[config.mk]
export PLATFORM = sky130hd
export DESIGN_NAME = dbx_debug_unit
export DESIGN_NICKNAME = d
export VERILOG_FILES = /design/src/hdl/dbx_pkg.sv /design/src/hdl/dbx_addr_match.sv /design/src/hdl/dbx_io_match.sv /design/src/hdl/dbx_debug_unit.sv
export SDC_FILE = /design/constraint.sdc
export NUM_CORES = 2
export LEC_CHECK = 0
export CORE_AREA = 2 2 403 405
export CTS_BUF_LIST = sky130_fd_sc_hd__clkbuf_8
export DETAILED_ROUTE_END_ITERATION = 16
export DIE_AREA = 0 0 405 407
export DONT_BUFFER_PORTS = 1
export PLACE_DENSITY = 0.47
export SYNTH_ARGS = -nofsm -noshare
export SYNTH_HDL_FRONTEND = slang
export SYNTH_HIERARCHICAL = 1
export SYNTH_SLANG_ARGS = --single-unit
[constraint.sdc]
create_clock -name clock_in -period 10 [get_ports clock_in]
set_input_delay 3 -clock clock_in [delete_from_list [all_inputs] [get_ports clock_in]]
set_output_delay 3 -clock clock_in [all_outputs]
set_load 0.02 [all_outputs]
[src/hdl/dbx_pkg.sv]
// Package for the debug breakpoint exception block: encodings, field layouts, reset values
package dbx_pkg;
  localparam int          DBX_NUM_BKPT      = 4;
  localparam int          DBX_ADDR_W        = 64;
  localparam int          DBX_PORT_W        = 16;
  localparam logic [7:0]  DBX_VECTOR        = 8'h01;
  // Access type encodings
  localparam logic [1:0]  DBX_RW_EXEC       = 2'h0;
  localparam logic [1:0]  DBX_RW_WRITE      = 2'h1;
  localparam logic [1:0]  DBX_RW_IO         = 2'h2;
  localparam logic [1:0]  DBX_RW_RDWR       = 2'h3;
  // Match length encodings
  localparam logic [1:0]  DBX_LEN_1         = 2'h0;
  localparam logic [1:0]  DBX_LEN_2         = 2'h1;
  localparam logic [1:0]  DBX_LEN_8         = 2'h2;
  localparam logic [1:0]  DBX_LEN_4         = 2'h3;
  // Status register layout
  localparam int          DBX_ST_BD_POS     = 13;
  localparam int          DBX_ST_BS_POS     = 14;
  localparam int          DBX_ST_BT_POS     = 15;
  localparam logic [15:0] DBX_STATUS_RESET  = 16'h0000;
  // Control register layout: enables at 2n (local) and 2n+1 (global), guard bit, fields from bit 16
  localparam int          DBX_CT_GD_POS     = 13;
  localparam int          DBX_CT_FIELD_POS  = 16;
  localparam logic [31:0] DBX_CONTROL_RESET = 32'h0000_0400;
  localparam logic [31:0] DBX_LOCAL_MASK    = 32'h0000_0055;
endpackage

[src/hdl/dbx_addr_match.sv]
// One breakpoint slot comparator: range masking by match length
`timescale 1ns/1ps
module dbx_addr_match
  import dbx_pkg::*;
#(
  parameter int ADDR_W = DBX_ADDR_W
) (
  input  wire logic [ADDR_W-1:0] bkpt_addr_in,
  input  wire logic [1:0]        len_in,
  input  wire logic              long_mode_in,
  input  wire logic [ADDR_W-1:0] acc_addr_in,
  input  wire logic [3:0]        acc_size_in,
  output logic                   hit_out
);
  logic [ADDR_W-1:0] mask;
  logic [ADDR_W-1:0] acc_last;
  logic [ADDR_W-1:0] bk_lo;
  logic [ADDR_W-1:0] bk_hi;
  logic              len_ok;

  always_comb begin
    len_ok = 1'b1;
    unique case (len_in)
      DBX_LEN_1: mask = '0;
      DBX_LEN_2: mask = ADDR_W'(1);
      DBX_LEN_4: mask = ADDR_W'(3);
      DBX_LEN_8: begin
        mask   = ADDR_W'(7);
        len_ok = long_mode_in;
      end
    endcase
  end

  // Any accessed byte inside the aligned range counts as a hit
  assign bk_lo    = bkpt_addr_in & ~mask;
  assign bk_hi    = bk_lo | mask;
  assign acc_last = acc_addr_in + ADDR_W'(acc_size_in) - ADDR_W'(1);
  assign hit_out  = len_ok && (acc_size_in != 4'h0) && (acc_addr_in <= bk_hi) && (acc_last >= bk_lo);
endmodule

[src/hdl/dbx_io_match.sv]
// I/O breakpoint comparator: zero-extended port compare, operation size check
`timescale 1ns/1ps
module dbx_io_match
  import dbx_pkg::*;
#(
  parameter int ADDR_W = DBX_ADDR_W,
  parameter int PORT_W = DBX_PORT_W
) (
  input  wire logic [ADDR_W-1:0] bkpt_addr_in,
  input  wire logic [1:0]        len_in,
  input  wire logic [PORT_W-1:0] port_in,
  input  wire logic [3:0]        io_size_in,
  output logic                   hit_out
);
  logic [ADDR_W-1:0] port_ext;
  logic [3:0]        want;

  assign port_ext = {{(ADDR_W-PORT_W){1'b0}}, port_in};

  always_comb begin
    unique case (len_in)
      DBX_LEN_1: want = 4'h1;
      DBX_LEN_2: want = 4'h2;
      DBX_LEN_4: want = 4'h4;
      DBX_LEN_8: want = 4'h0;
    endcase
  end

  assign hit_out = (want != 4'h0) && (io_size_in == want) && (port_ext == bkpt_addr_in);
endmodule

[src/hdl/dbx_debug_unit.sv]
// Debug exception unit: breakpoint detection, priority, status flags and flag side effects
`timescale 1ns/1ps
module dbx_debug_unit
  import dbx_pkg::*;
#(
  parameter int NUM_BKPT = DBX_NUM_BKPT,
  parameter int ADDR_W   = DBX_ADDR_W,
  parameter int PORT_W   = DBX_PORT_W
) (
  input  wire logic                   clock_in,
  input  wire logic                   srst_in,
  // Debug register writes from the instruction stream
  input  wire logic                   addr_wr_in,
  input  wire logic [1:0]             addr_sel_in,
  input  wire logic [ADDR_W-1:0]      addr_wdata_in,
  input  wire logic                   ctl_wr_in,
  input  wire logic [31:0]            ctl_wdata_in,
  input  wire logic                   status_wr_in,
  input  wire logic [15:0]            status_wdata_in,
  input  wire logic                   debug_ext_enable_in,
  input  wire logic                   long_mode_in,
  // Instruction boundary: next instruction about to execute
  input  wire logic                   fetch_valid_in,
  input  wire logic [ADDR_W-1:0]      fetch_addr_in,
  input  wire logic                   dreg_access_in,
  // Instruction completion
  input  wire logic                   retire_in,
  input  wire logic [ADDR_W-1:0]      retire_addr_in,
  input  wire logic [ADDR_W-1:0]      next_addr_in,
  input  wire logic                   mem_valid_in,
  input  wire logic                   mem_write_in,
  input  wire logic [ADDR_W-1:0]      mem_addr_in,
  input  wire logic [3:0]             mem_size_in,
  input  wire logic                   io_valid_in,
  input  wire logic [PORT_W-1:0]      io_port_in,
  input  wire logic [3:0]             io_size_in,
  input  wire logic                   rep_incomplete_in,
  input  wire logic                   soft_int_in,
  input  wire logic                   task_switch_in,
  input  wire logic                   task_trap_bit_in,
  // Flags register writes from software
  input  wire logic                   flags_wr_in,
  input  wire logic                   trap_flag_wdata_in,
  input  wire logic                   resume_flag_wdata_in,
  input  wire logic                   ext_int_pending_in,
  // Exception delivery
  output logic                        debug_exception_out,
  output logic [7:0]                  vector_out,
  output logic [ADDR_W-1:0]           push_addr_out,
  output logic                        push_trap_flag_out,
  output logic                        int_after_entry_out,
  output logic                        trap_flag_out,
  output logic                        resume_flag_out,
  output logic [15:0]                 debug_status_reg_out,
  output logic [31:0]                 debug_control_reg_out,
  output logic [NUM_BKPT*ADDR_W-1:0]  bkpt_addr_reg_out
);
  logic [ADDR_W-1:0] bkpt_addr_reg_q [NUM_BKPT];
  logic [31:0]       ctl_q;
  logic [15:0]       status_q;
  logic              trap_flag_q;
  logic              resume_flag_q;
  logic              step_arm_q;
  logic [NUM_BKPT-1:0] inst_hit;
  logic [NUM_BKPT-1:0] data_hit;
  logic [NUM_BKPT-1:0] io_hit;
  logic [NUM_BKPT-1:0] data_raw;
  logic [NUM_BKPT-1:0] io_raw;
  logic              guard_hit;
  logic              before_exc;
  logic              after_hit;
  logic              step_hit;
  logic              task_hit;
  logic              after_exc;
  logic              exc;
  logic [31:0]       ctl_d;
  logic [15:0]       status_d;

  // Per-slot decode of enables, type and length
  for (genvar n = 0; n < NUM_BKPT; n++) begin : g_slot
    logic       en;
    logic [1:0] rw;
    logic [1:0] len;
    assign en  = ctl_q[2*n] | ctl_q[2*n+1];
    assign rw  = ctl_q[DBX_CT_FIELD_POS+4*n +: 2];
    assign len = ctl_q[DBX_CT_FIELD_POS+4*n+2 +: 2];
    // Software keeps length at one byte here; compare exact address only
    assign inst_hit[n] = en && rw == DBX_RW_EXEC && fetch_valid_in
                      && fetch_addr_in == bkpt_addr_reg_q[n] && !resume_flag_q;
    dbx_addr_match #(.ADDR_W(ADDR_W)) u_data (
      .bkpt_addr_in (bkpt_addr_reg_q[n]),
      .len_in       (len),
      .long_mode_in (long_mode_in),
      .acc_addr_in  (mem_addr_in),
      .acc_size_in  (mem_size_in),
      .hit_out      (data_raw[n])
    );
    assign data_hit[n] = en && mem_valid_in && data_raw[n]
                      && (rw == DBX_RW_RDWR || (rw == DBX_RW_WRITE && mem_write_in));
    dbx_io_match #(.ADDR_W(ADDR_W), .PORT_W(PORT_W)) u_io (
      .bkpt_addr_in (bkpt_addr_reg_q[n]),
      .len_in       (len),
      .port_in      (io_port_in),
      .io_size_in   (io_size_in),
      .hit_out      (io_raw[n])
    );
    assign io_hit[n] = en && rw == DBX_RW_IO && debug_ext_enable_in && io_valid_in && io_raw[n];
    assign bkpt_addr_reg_out[n*ADDR_W +: ADDR_W] = bkpt_addr_reg_q[n];

  end

  assign guard_hit  = fetch_valid_in && dreg_access_in && ctl_q[DBX_CT_GD_POS];
  // After-completion conditions; a repeated port string reports each iteration
  assign after_hit  = retire_in && ((|data_hit) || (|io_hit));
  // The setter and its follower are skipped through the arm stage
  assign step_hit   = retire_in && trap_flag_q && step_arm_q && !soft_int_in;
  // The task's trap bit is only read here; clearing it is left to software
  assign task_hit   = retire_in && task_switch_in && task_trap_bit_in;
  assign after_exc  = after_hit || step_hit || task_hit;
  // Pending completion traps win over a new fetch-side hit
  assign before_exc = !after_exc && ((|inst_hit) || guard_hit);
  assign exc        = after_exc || before_exc;

  always_ff @(posedge clock_in) begin
    if (srst_in) begin
      for (int i = 0; i < NUM_BKPT; i++) begin
        bkpt_addr_reg_q[i] <= '0;
      end
    end else if (addr_wr_in && !guard_hit) begin
      bkpt_addr_reg_q[addr_sel_in] <= addr_wdata_in;
    end
  end

  // Guard clear is applied last so a task switch in the same cycle still drops local enables
  always_comb begin
    ctl_d = ctl_q;
    if (ctl_wr_in && !guard_hit) begin
      ctl_d = ctl_wdata_in;
    end else if (retire_in && task_switch_in) begin
      ctl_d = ctl_q & ~DBX_LOCAL_MASK;
    end
    if (before_exc && guard_hit) begin
      ctl_d[DBX_CT_GD_POS] = 1'b0;
    end
  end

  always_ff @(posedge clock_in) begin
    if (srst_in) begin
      ctl_q <= DBX_CONTROL_RESET;
    end else begin
      ctl_q <= ctl_d;
    end
  end

  // Hardware sets win over a software clear in the same cycle
  always_comb begin
    status_d = status_wr_in ? status_wdata_in : status_q;
    if (after_exc) begin
      status_d[NUM_BKPT-1:0] = status_d[NUM_BKPT-1:0] | data_hit | io_hit;
      status_d[DBX_ST_BS_POS] = status_d[DBX_ST_BS_POS] | step_hit;
      status_d[DBX_ST_BT_POS] = status_d[DBX_ST_BT_POS] | task_hit;
    end else if (before_exc) begin
      status_d[NUM_BKPT-1:0] = status_d[NUM_BKPT-1:0] | inst_hit;
      status_d[DBX_ST_BD_POS] = status_d[DBX_ST_BD_POS] | guard_hit;
    end
  end

  always_ff @(posedge clock_in) begin
    if (srst_in) begin
      status_q <= DBX_STATUS_RESET;
    end else begin
      status_q <= status_d;
    end
  end

  // Trap flag, stepping arm and resume flag
  always_ff @(posedge clock_in) begin
    if (srst_in) begin
      trap_flag_q <= 1'b0;
      step_arm_q  <= 1'b0;
    end else if (flags_wr_in) begin
      trap_flag_q <= trap_flag_wdata_in;
      step_arm_q  <= 1'b0;
    end else if (exc || (retire_in && soft_int_in)) begin
      trap_flag_q <= 1'b0;
      step_arm_q  <= 1'b0;
    end else if (retire_in && trap_flag_q) begin
      step_arm_q  <= 1'b1;
    end
  end

  always_ff @(posedge clock_in) begin
    if (srst_in) begin
      resume_flag_q <= 1'b0;
    end else if (flags_wr_in) begin
      resume_flag_q <= resume_flag_wdata_in;
    end else if (retire_in) begin
      resume_flag_q <= 1'b0;
    end
  end

  // Exception report registered one cycle after the cause
  always_ff @(posedge clock_in) begin
    if (srst_in) begin
      debug_exception_out <= 1'b0;
      vector_out          <= 8'h00;
      push_addr_out       <= '0;
      push_trap_flag_out  <= 1'b0;
      int_after_entry_out <= 1'b0;
    end else begin
      debug_exception_out <= exc;
      vector_out          <= exc ? DBX_VECTOR : 8'h00;
      push_trap_flag_out  <= exc && trap_flag_q;
      int_after_entry_out <= step_hit && ext_int_pending_in;
      if (before_exc) begin
        push_addr_out <= fetch_addr_in;
      end else if (after_exc) begin
        push_addr_out <= rep_incomplete_in ? retire_addr_in : next_addr_in;
      end
    end
  end

  assign trap_flag_out         = trap_flag_q;
  assign resume_flag_out       = resume_flag_q;
  assign debug_status_reg_out  = status_q;
  assign debug_control_reg_out = ctl_q;
endmodule

Word level (Yosys, flattened, before mapping)
Memories as Yosys holds them, arrays and structs flattened.
Index checks and enable logic that the tools add are counted.

storage, ports and cells
  flip-flop bits (word level) = 126
  word-level logic and storage cells = 238
  memories kept = 1
  bits in writable memories = 256
  output and inout bits = 381

memory list
  memory           depth  bits a word  read ports  clocked after memory_dff  wr ports  line                  text
  bkpt_addr_reg_q  4      64           4           0                         4         dbx_debug_unit.sv:58  logic [ADDR_W-1:0] bkpt_addr_reg_q [NUM_BKPT];

cells by class
  multiplexer cells = 36
  magnitude comparators = 8
  reduce and logical (&&, ||, !) cells = 120
  eq/ne operators = 36
  add/sub/neg operators = 2
  bitwise operators = 22

operators with widths
  cell                                                  number
  one-hot mux 64 bit (4 select lines)                   4
  AND 64 bit                                            4
  equality test 16 x 64 -> 1 bit                        4
  equality test 64 bit                                  4
  >= comparator 64 bit                                  4
  <= comparator 64 bit                                  4
  2-to-1 mux 64 bit                                     4
  NOT 64 bit                                            4
  bitwise OR 64 bit                                     4
  logical AND 1 bit                                     83
  adder 64 x 4 -> 64 bit                                1
  one-hot mux 4 bit (4 select lines)                    4
  OR reduction 64 bit                                   1
  subtractor 64 x 1 -> 64 bit (second input constant)   1
  equality test 2 bit (second input constant)           16
  2-to-1 mux 32 bit                                     1
  nonzero test 4 bit                                    5
  2-to-1 mux 1 bit                                      17
  equality test 2 x 1 -> 1 bit (second input constant)  8
  equality test 4 bit                                   4
  logical NOT 2 bit                                     8
  2-to-1 mux 16 bit                                     1
  bitwise OR 4 bit                                      3
  OR reduction 4 bit                                    3
  9 further kinds                                       32

Longest topological paths before layout
  depth after elaboration = 21
  mapped depth = 35

By module
The synthesis kept the hierarchy.

modules (own cells, without submodules)
  module                                  seq. area each (um2)  times used  cells each  area each (um2)
  dbx_debug_unit                          10,049.6              1           1,710       18,951.9
  dbx_addr_match at g_slot[1].u_data ...  0.0                   2           981         6,892.9
  dbx_addr_match at g_slot[0].u_data ...  0.0                   2           967         6,891.6
  dbx_io_match                            0.0                   4           47          362.8

Worst setup path after synthesis
OpenSTA, ideal clock, no wires.

  path type = input port to flip-flop
  from = in mem_size_in[1]
  to = reg push_addr_out[15]
  cell stages on the path = 30
  library setup time = 0.079 ns
  data required time = 9.921 ns
  setup slack = 1.462 ns
  buffers on the path = 3
  arrival = 8.458 ns
  path through = inv_1 -> ha_1 -> inv_1 -> ha_1 -> fa_1 -> a211oi_1 -> o211ai_1 -> nand3_1 -> o21ai_2 -> a21oi_1 -> o21ai_0 -> nor2b_1 -> o21ai_0 -> xor2_1 -> ha_1 -> nand4_1 -> nor2_1 -> nand3_1 -> or4_1 -> a211oi_1 -> nand3_1 -> o21ai_0 -> o221ai_1 -> nand4_1 -> a21o_1 -> clkbuf_1 -> clkbuf_1 -> clkbuf_1 -> nor2_1 -> a211oi_2

on the way
  longest elaborated chain between the ends = 14
  elaborated cells on any way between the ends = 36
  those cells by class = add/sub (2); order compare (4); mux (1); reduce/logical (29)

RTL lines
  element                                                                  line                                        text
  from (decl)                                                              dbx_debug_unit.sv:33                        input wire logic [3:0] mem_size_in,
  adder 64 x 4 -> 64 bit / nonzero test 4 bit (equally long branches)      dbx_addr_match.sv:37, dbx_addr_match.sv:38
  subtractor 64 x 1 -> 64 bit / logical AND 1 bit (equally long branches)  dbx_addr_match.sv:37, dbx_addr_match.sv:38
  >= comparator 64 bit / logical AND 1 bit (equally long branches)         dbx_addr_match.sv:38                        assign hit_out = len_ok && (acc_size_in != 4'h0) && (acc_addr_in <= bk_hi) && (acc_last >= bk_lo);
  logical AND 1 bit (*)                                                    dbx_addr_match.sv:38
  named net data_raw[1]                                                    dbx_debug_unit.sv:67                        logic [NUM_BKPT-1:0] data_raw;
  logical AND 1 bit (*)                                                    dbx_debug_unit.sv:98                        assign data_hit[n] = en && mem_valid_in && data_raw[n]
  logical AND 1 bit (*)                                                    dbx_debug_unit.sv:99                        && (rw == DBX_RW_RDWR || (rw == DBX_RW_WRITE && mem_write_in));
  OR reduction 4 bit (*)                                                   dbx_debug_unit.sv:114                       assign after_hit = retire_in && ((|data_hit) || (|io_hit));
  logical OR 1 bit (*)                                                     dbx_debug_unit.sv:114
  logical AND 1 bit (*)                                                    dbx_debug_unit.sv:114
  logical OR 1 bit (*) (2 in series)                                       dbx_debug_unit.sv:119                       assign after_exc = after_hit || step_hit || task_hit;
  logical NOT 1 bit                                                        dbx_debug_unit.sv:121                       assign before_exc = !after_exc && ((|inst_hit) || guard_hit);
  logical AND 1 bit                                                        dbx_debug_unit.sv:121
  2-to-1 mux 64 bit / nonzero test 2 bit (equally long branches)           n/a
  to (signal assigned)                                                     dbx_debug_unit.sv:216                       push_addr_out <= fetch_addr_in;
  to (signal assigned)                                                     dbx_debug_unit.sv:218                       push_addr_out <= rep_incomplete_in ? retire_addr_in : next_addr_in;
  to (decl)                                                                dbx_debug_unit.sv:49                        output logic [ADDR_W-1:0] push_addr_out,

Mark *: on every way through the listed nets, which the timed path passes. The rest lies on a longest branch.
A chain may end at the register's enable or synchronous reset.

Worst setup path in the final report
  from = in mem_size_in[1]
  to = reg push_addr_out[40]

Same word-level chain as after synthesis.

==> flow_metrics.env <==
export IMPL_routed_top_layer="met5"
export IMPL_via_per_inst=5.90
export IMPL_postPlaceCellArea_mm2=0.0505
export IMPL_grt_max_degree=126
export IMPL_cap_viol_max_count=0
export IMPL_clock_sinks=374
export IMPL_synth_edff_count=256
export IMPL_dpl_hpwl_um=239000
export IMPL_post_route_min_period_ps=9190
export IMPL_clkPwrFrac_pct=22.1
export IMPL_cts_hold_buf=0
export IMPL_drt_pass1_iter_count=8
export IMPL_cp_buffers_inverters=5
export IMPL_grt_pass1_vias=44818
export IMPL_antenna_left=0
export IMPL_insertion_delay_ps=750
export IMPL_area_growth_pct=8.01
export IMPL_min_path_type="reg -> reg"
export IMPL_grt_util_all_layers_pct=33.6
export IMPL_placed_cells=7822
export IMPL_cts_tree="done"
export IMPL_setup_viol=0
export IMPL_post_cts_repair_setup_buffers=0
export IMPL_skew_ps=51.7
export IMPL_critPathKind="in -> reg"
export IMPL_vias=47140
export IMPL_layout_cells_non_filler=7986
export IMPL_pwr_share_seq_pct=35.3
export IMPL_grt_setup_unrepaired="no"
export IMPL_synthArstFlopShare_pct=0
export IMPL_end_kind="register"
export IMPL_fin_tns_setup_ps=0
export IMPL_drtIter0Drc=5083
export IMPL_required_ps=10550
export IMPL_syn_area_per_cell_um2=8.28
export IMPL_routed_wirelength_um=287000
export IMPL_cts_root_buf="clkbuf_8"
export IMPL_critPathMaxStageDelay_ps=510
export IMPL_multi_input_area_mm2=0.0344
export IMPL_io_pins=796
export IMPL_core_mm2=0.160
export IMPL_slew_headroom_pct=11.1
export IMPL_rows=147
export IMPL_tightest_slew_ps=1320
export IMPL_synth_area_mm2=0.0480
export IMPL_clkTransAtPathRegs_ps=60
export IMPL_grt_pass1_wl_um=381000
export IMPL_cts_made_buffers=59
export IMPL_final_cell_area_mm2=0.0518
export IMPL_crit_fanout=20
export IMPL_dr_wl_met2_um=126000
export IMPL_hold_violations=0
export IMPL_fillers=17104
export IMPL_wire_per_inst_um=36.0
export IMPL_syn_inst=5794
export IMPL_crit_slowest_cell="a211oi_1"
export IMPL_yosysWarnings=6
export IMPL_period_share_pct=91.9
export IMPL_combPwrFrac_pct=42.7
export IMPL_start_util_pct=29.9
export IMPL_port_buffers=0
export IMPL_chipWidth_um=405
export IMPL_p_leak_nw=23.4
export IMPL_met1_length_um=108000
export IMPL_vdd_drop_max_v=0.0000858
export IMPL_die_y_um=407
export IMPL_cts_path_max_buffers=3
export IMPL_final_cell_mix="ha_1 (776), inv_1 (681), a21oi_1 (465), a21o_1 (426), xnor2_1 (308)"
export IMPL_p_int_mw=3.44
export IMPL_grt_ovfl_total=0
export IMPL_layout_area_seq_mm2=0.0100
export IMPL_ys_types=89
export IMPL_cp_start_kind="primary input"
export IMPL_dieArea_mm2=0.165
export IMPL_cp_arrival_ps=9740
export IMPL_finalMaxSlewViolations=0
export IMPL_status="completed"
export IMPL_htree_levels=2
export IMPL_layout_drive_gt1_share_pct=5.98
export IMPL_seq_area_frac_synth_pct=20.9
export IMPL_power_switching_mw=2.56
export IMPL_met3_length_um=33000
export IMPL_critPathTopFamily="compound AO/OA/AOI/OAI gates"
export IMPL_synth_seq_cells=374
export IMPL_num_nets_final=6918
export IMPL_synth_ff_type="edfxtp_1"
export IMPL_antenna_found_initial=70
export IMPL_place_congestion=1.07
export IMPL_power_density_mw_per_mm2=116
export IMPL_cts_resized=0
export IMPL_switching_share_pct=42.7
export IMPL_timing_fmax_ghz=0.109
export IMPL_final_common_cell="ha_1"
export IMPL_drc=0
==> final timing paths <==
check / startpoint / endpoint / slack (ps) / cells after the start
setup / recovery: mem_size_in[1] / push_addr_out[40] / 810 / 32
hold / removal: step_arm_q / step_arm_q / 510 / 2
setup reg to reg: bkpt_addr_reg_q[3][4] / push_addr_out[50] / 4150 / 9
hold reg to reg: step_arm_q / step_arm_q / 510 / 2
==> per-layer routing <==
layer / up-vias / track usage (%)
li1: 20850 / -
met1: 23037 / 38.4
met2: 2580 / 52.4
met3: 657 / 12.8
met4: 16 / 21.7
met5: - / 0
==> power groups by stage <==
stage          sequential (mW)  combinational, mW  clock, mW
2_1_floorplan             1.96               1.84          0
3_3_place_gp              2.13               2.46          0
3_5_place_dp              2.13               2.48          0
4_1_cts                   2.10               2.50       1.33
5_1_grt                   2.10               2.83       1.38
6_report                  2.12               2.56       1.32
==> synthesized netlist by cell type, types with 19 or more instances <==
master | count | share of area [%]
nand4_1 | 226 | 2.9
and3_1 | 34 | 0.44
a31oi_1 | 34 | 0.44
buf_2 | 44 | 0.46
xnor2_1 | 308 | 5.6
a21o_1 | 427 | 6.7
a211oi_1 | 55 | 0.86
nor2_1 | 280 | 2.2
o211ai_1 | 26 | 0.41
nor2b_1 | 53 | 0.69
nor4_2 | 19 | 0.50
mux2i_1 | 82 | 1.7
ha_1 | 776 | 20
dfxtp_1 | 118 | 4.9
o21ai_0 | 184 | 1.9
a21oi_1 | 465 | 4.9
xor2_1 | 180 | 3.3
nand2b_1 | 62 | 0.81
o221ai_1 | 19 | 0.35
nand2_1 | 296 | 2.3
o21bai_1 | 51 | 0.80
o21ai_1 | 26 | 0.27
and2_1 | 279 | 3.6
nor3_1 | 50 | 0.52
and4_1 | 22 | 0.40
clkbuf_1 | 173 | 1.4
o22ai_1 | 31 | 0.40
inv_1 | 651 | 5.1
a221oi_1 | 22 | 0.40
a211oi_2 | 52 | 1.4
nand3_1 | 96 | 1.0
nor4_1 | 135 | 1.8
edfxtp_1 | 256 | 16
==> worst reg2reg max path, stage by stage (launching register included) <==
cell      delay, ps
edfxtp_1        640
xnor2_1        1120
nand4_1         800
nor4_1          560
nand4_1         160
nor4_1          800
nor4_1          250
nand2_4         370
buf_4           680
a211oi_1        260
==> cells by family (layout without fill, tap and decap cells) <==
group / after synthesis / count (layout) / synth area share [%]
AND/OR/NAND/NOR: 1620 / 1620 / 18.4
AO/OA/AOI/OAI: 1548 / 1548 / 22.2
buffers and inverters: 901 / 874 / 7.46
adder cells (fa/ha/maj): 780 / 780 / 20.4
XOR/XNOR: 488 / 488 / 8.91
flip-flops: 374 / 374 / 20.9
multiplexers: 82 / 82 / 1.71
other: 1 / 60 / 0.00782
==> per-stage QoR <==
step                hold WS (ps)  worst slack (ps)  utilization (%)  total power, mW
detailed placement           504               141             31.6             4.61
CTS                          515               832             32.3             5.93
finish                       514               814             32.3             6.00
floorplan                    483              1460                -             3.80
global placement             504               209             31.6             4.59
global route                 560               263             32.3             6.31
==> sequential cells by signal, summed over array words and instances, names as in the netlist <==
register and count:
bkpt_addr_reg_q 256, push_addr_out 64, debug_control_reg_out 32, debug_status_reg_out 16, debug_exception_out 1, int_after_entry_out 1
push_trap_flag_out 1, resume_flag_out 1, step_arm_q 1, trap_flag_out 1
==> area by class of cell <==
| class | instances | area share [%] |
|---|---|---|
| inverter | 651 | 4.72 |
| sequential | 374 | 19.4 |
| tap | 2160 | 5.22 |
| clock buffer | 63 | 1.67 |
| antenna | 53 | 0.256 |
| multi-input combinational | 4525 | 66.5 |
| timing repair buffer | 112 | 1.77 |
| clock inverter | 48 | 0.519 |
Note: power is estimated with default switching activity, not from simulation.
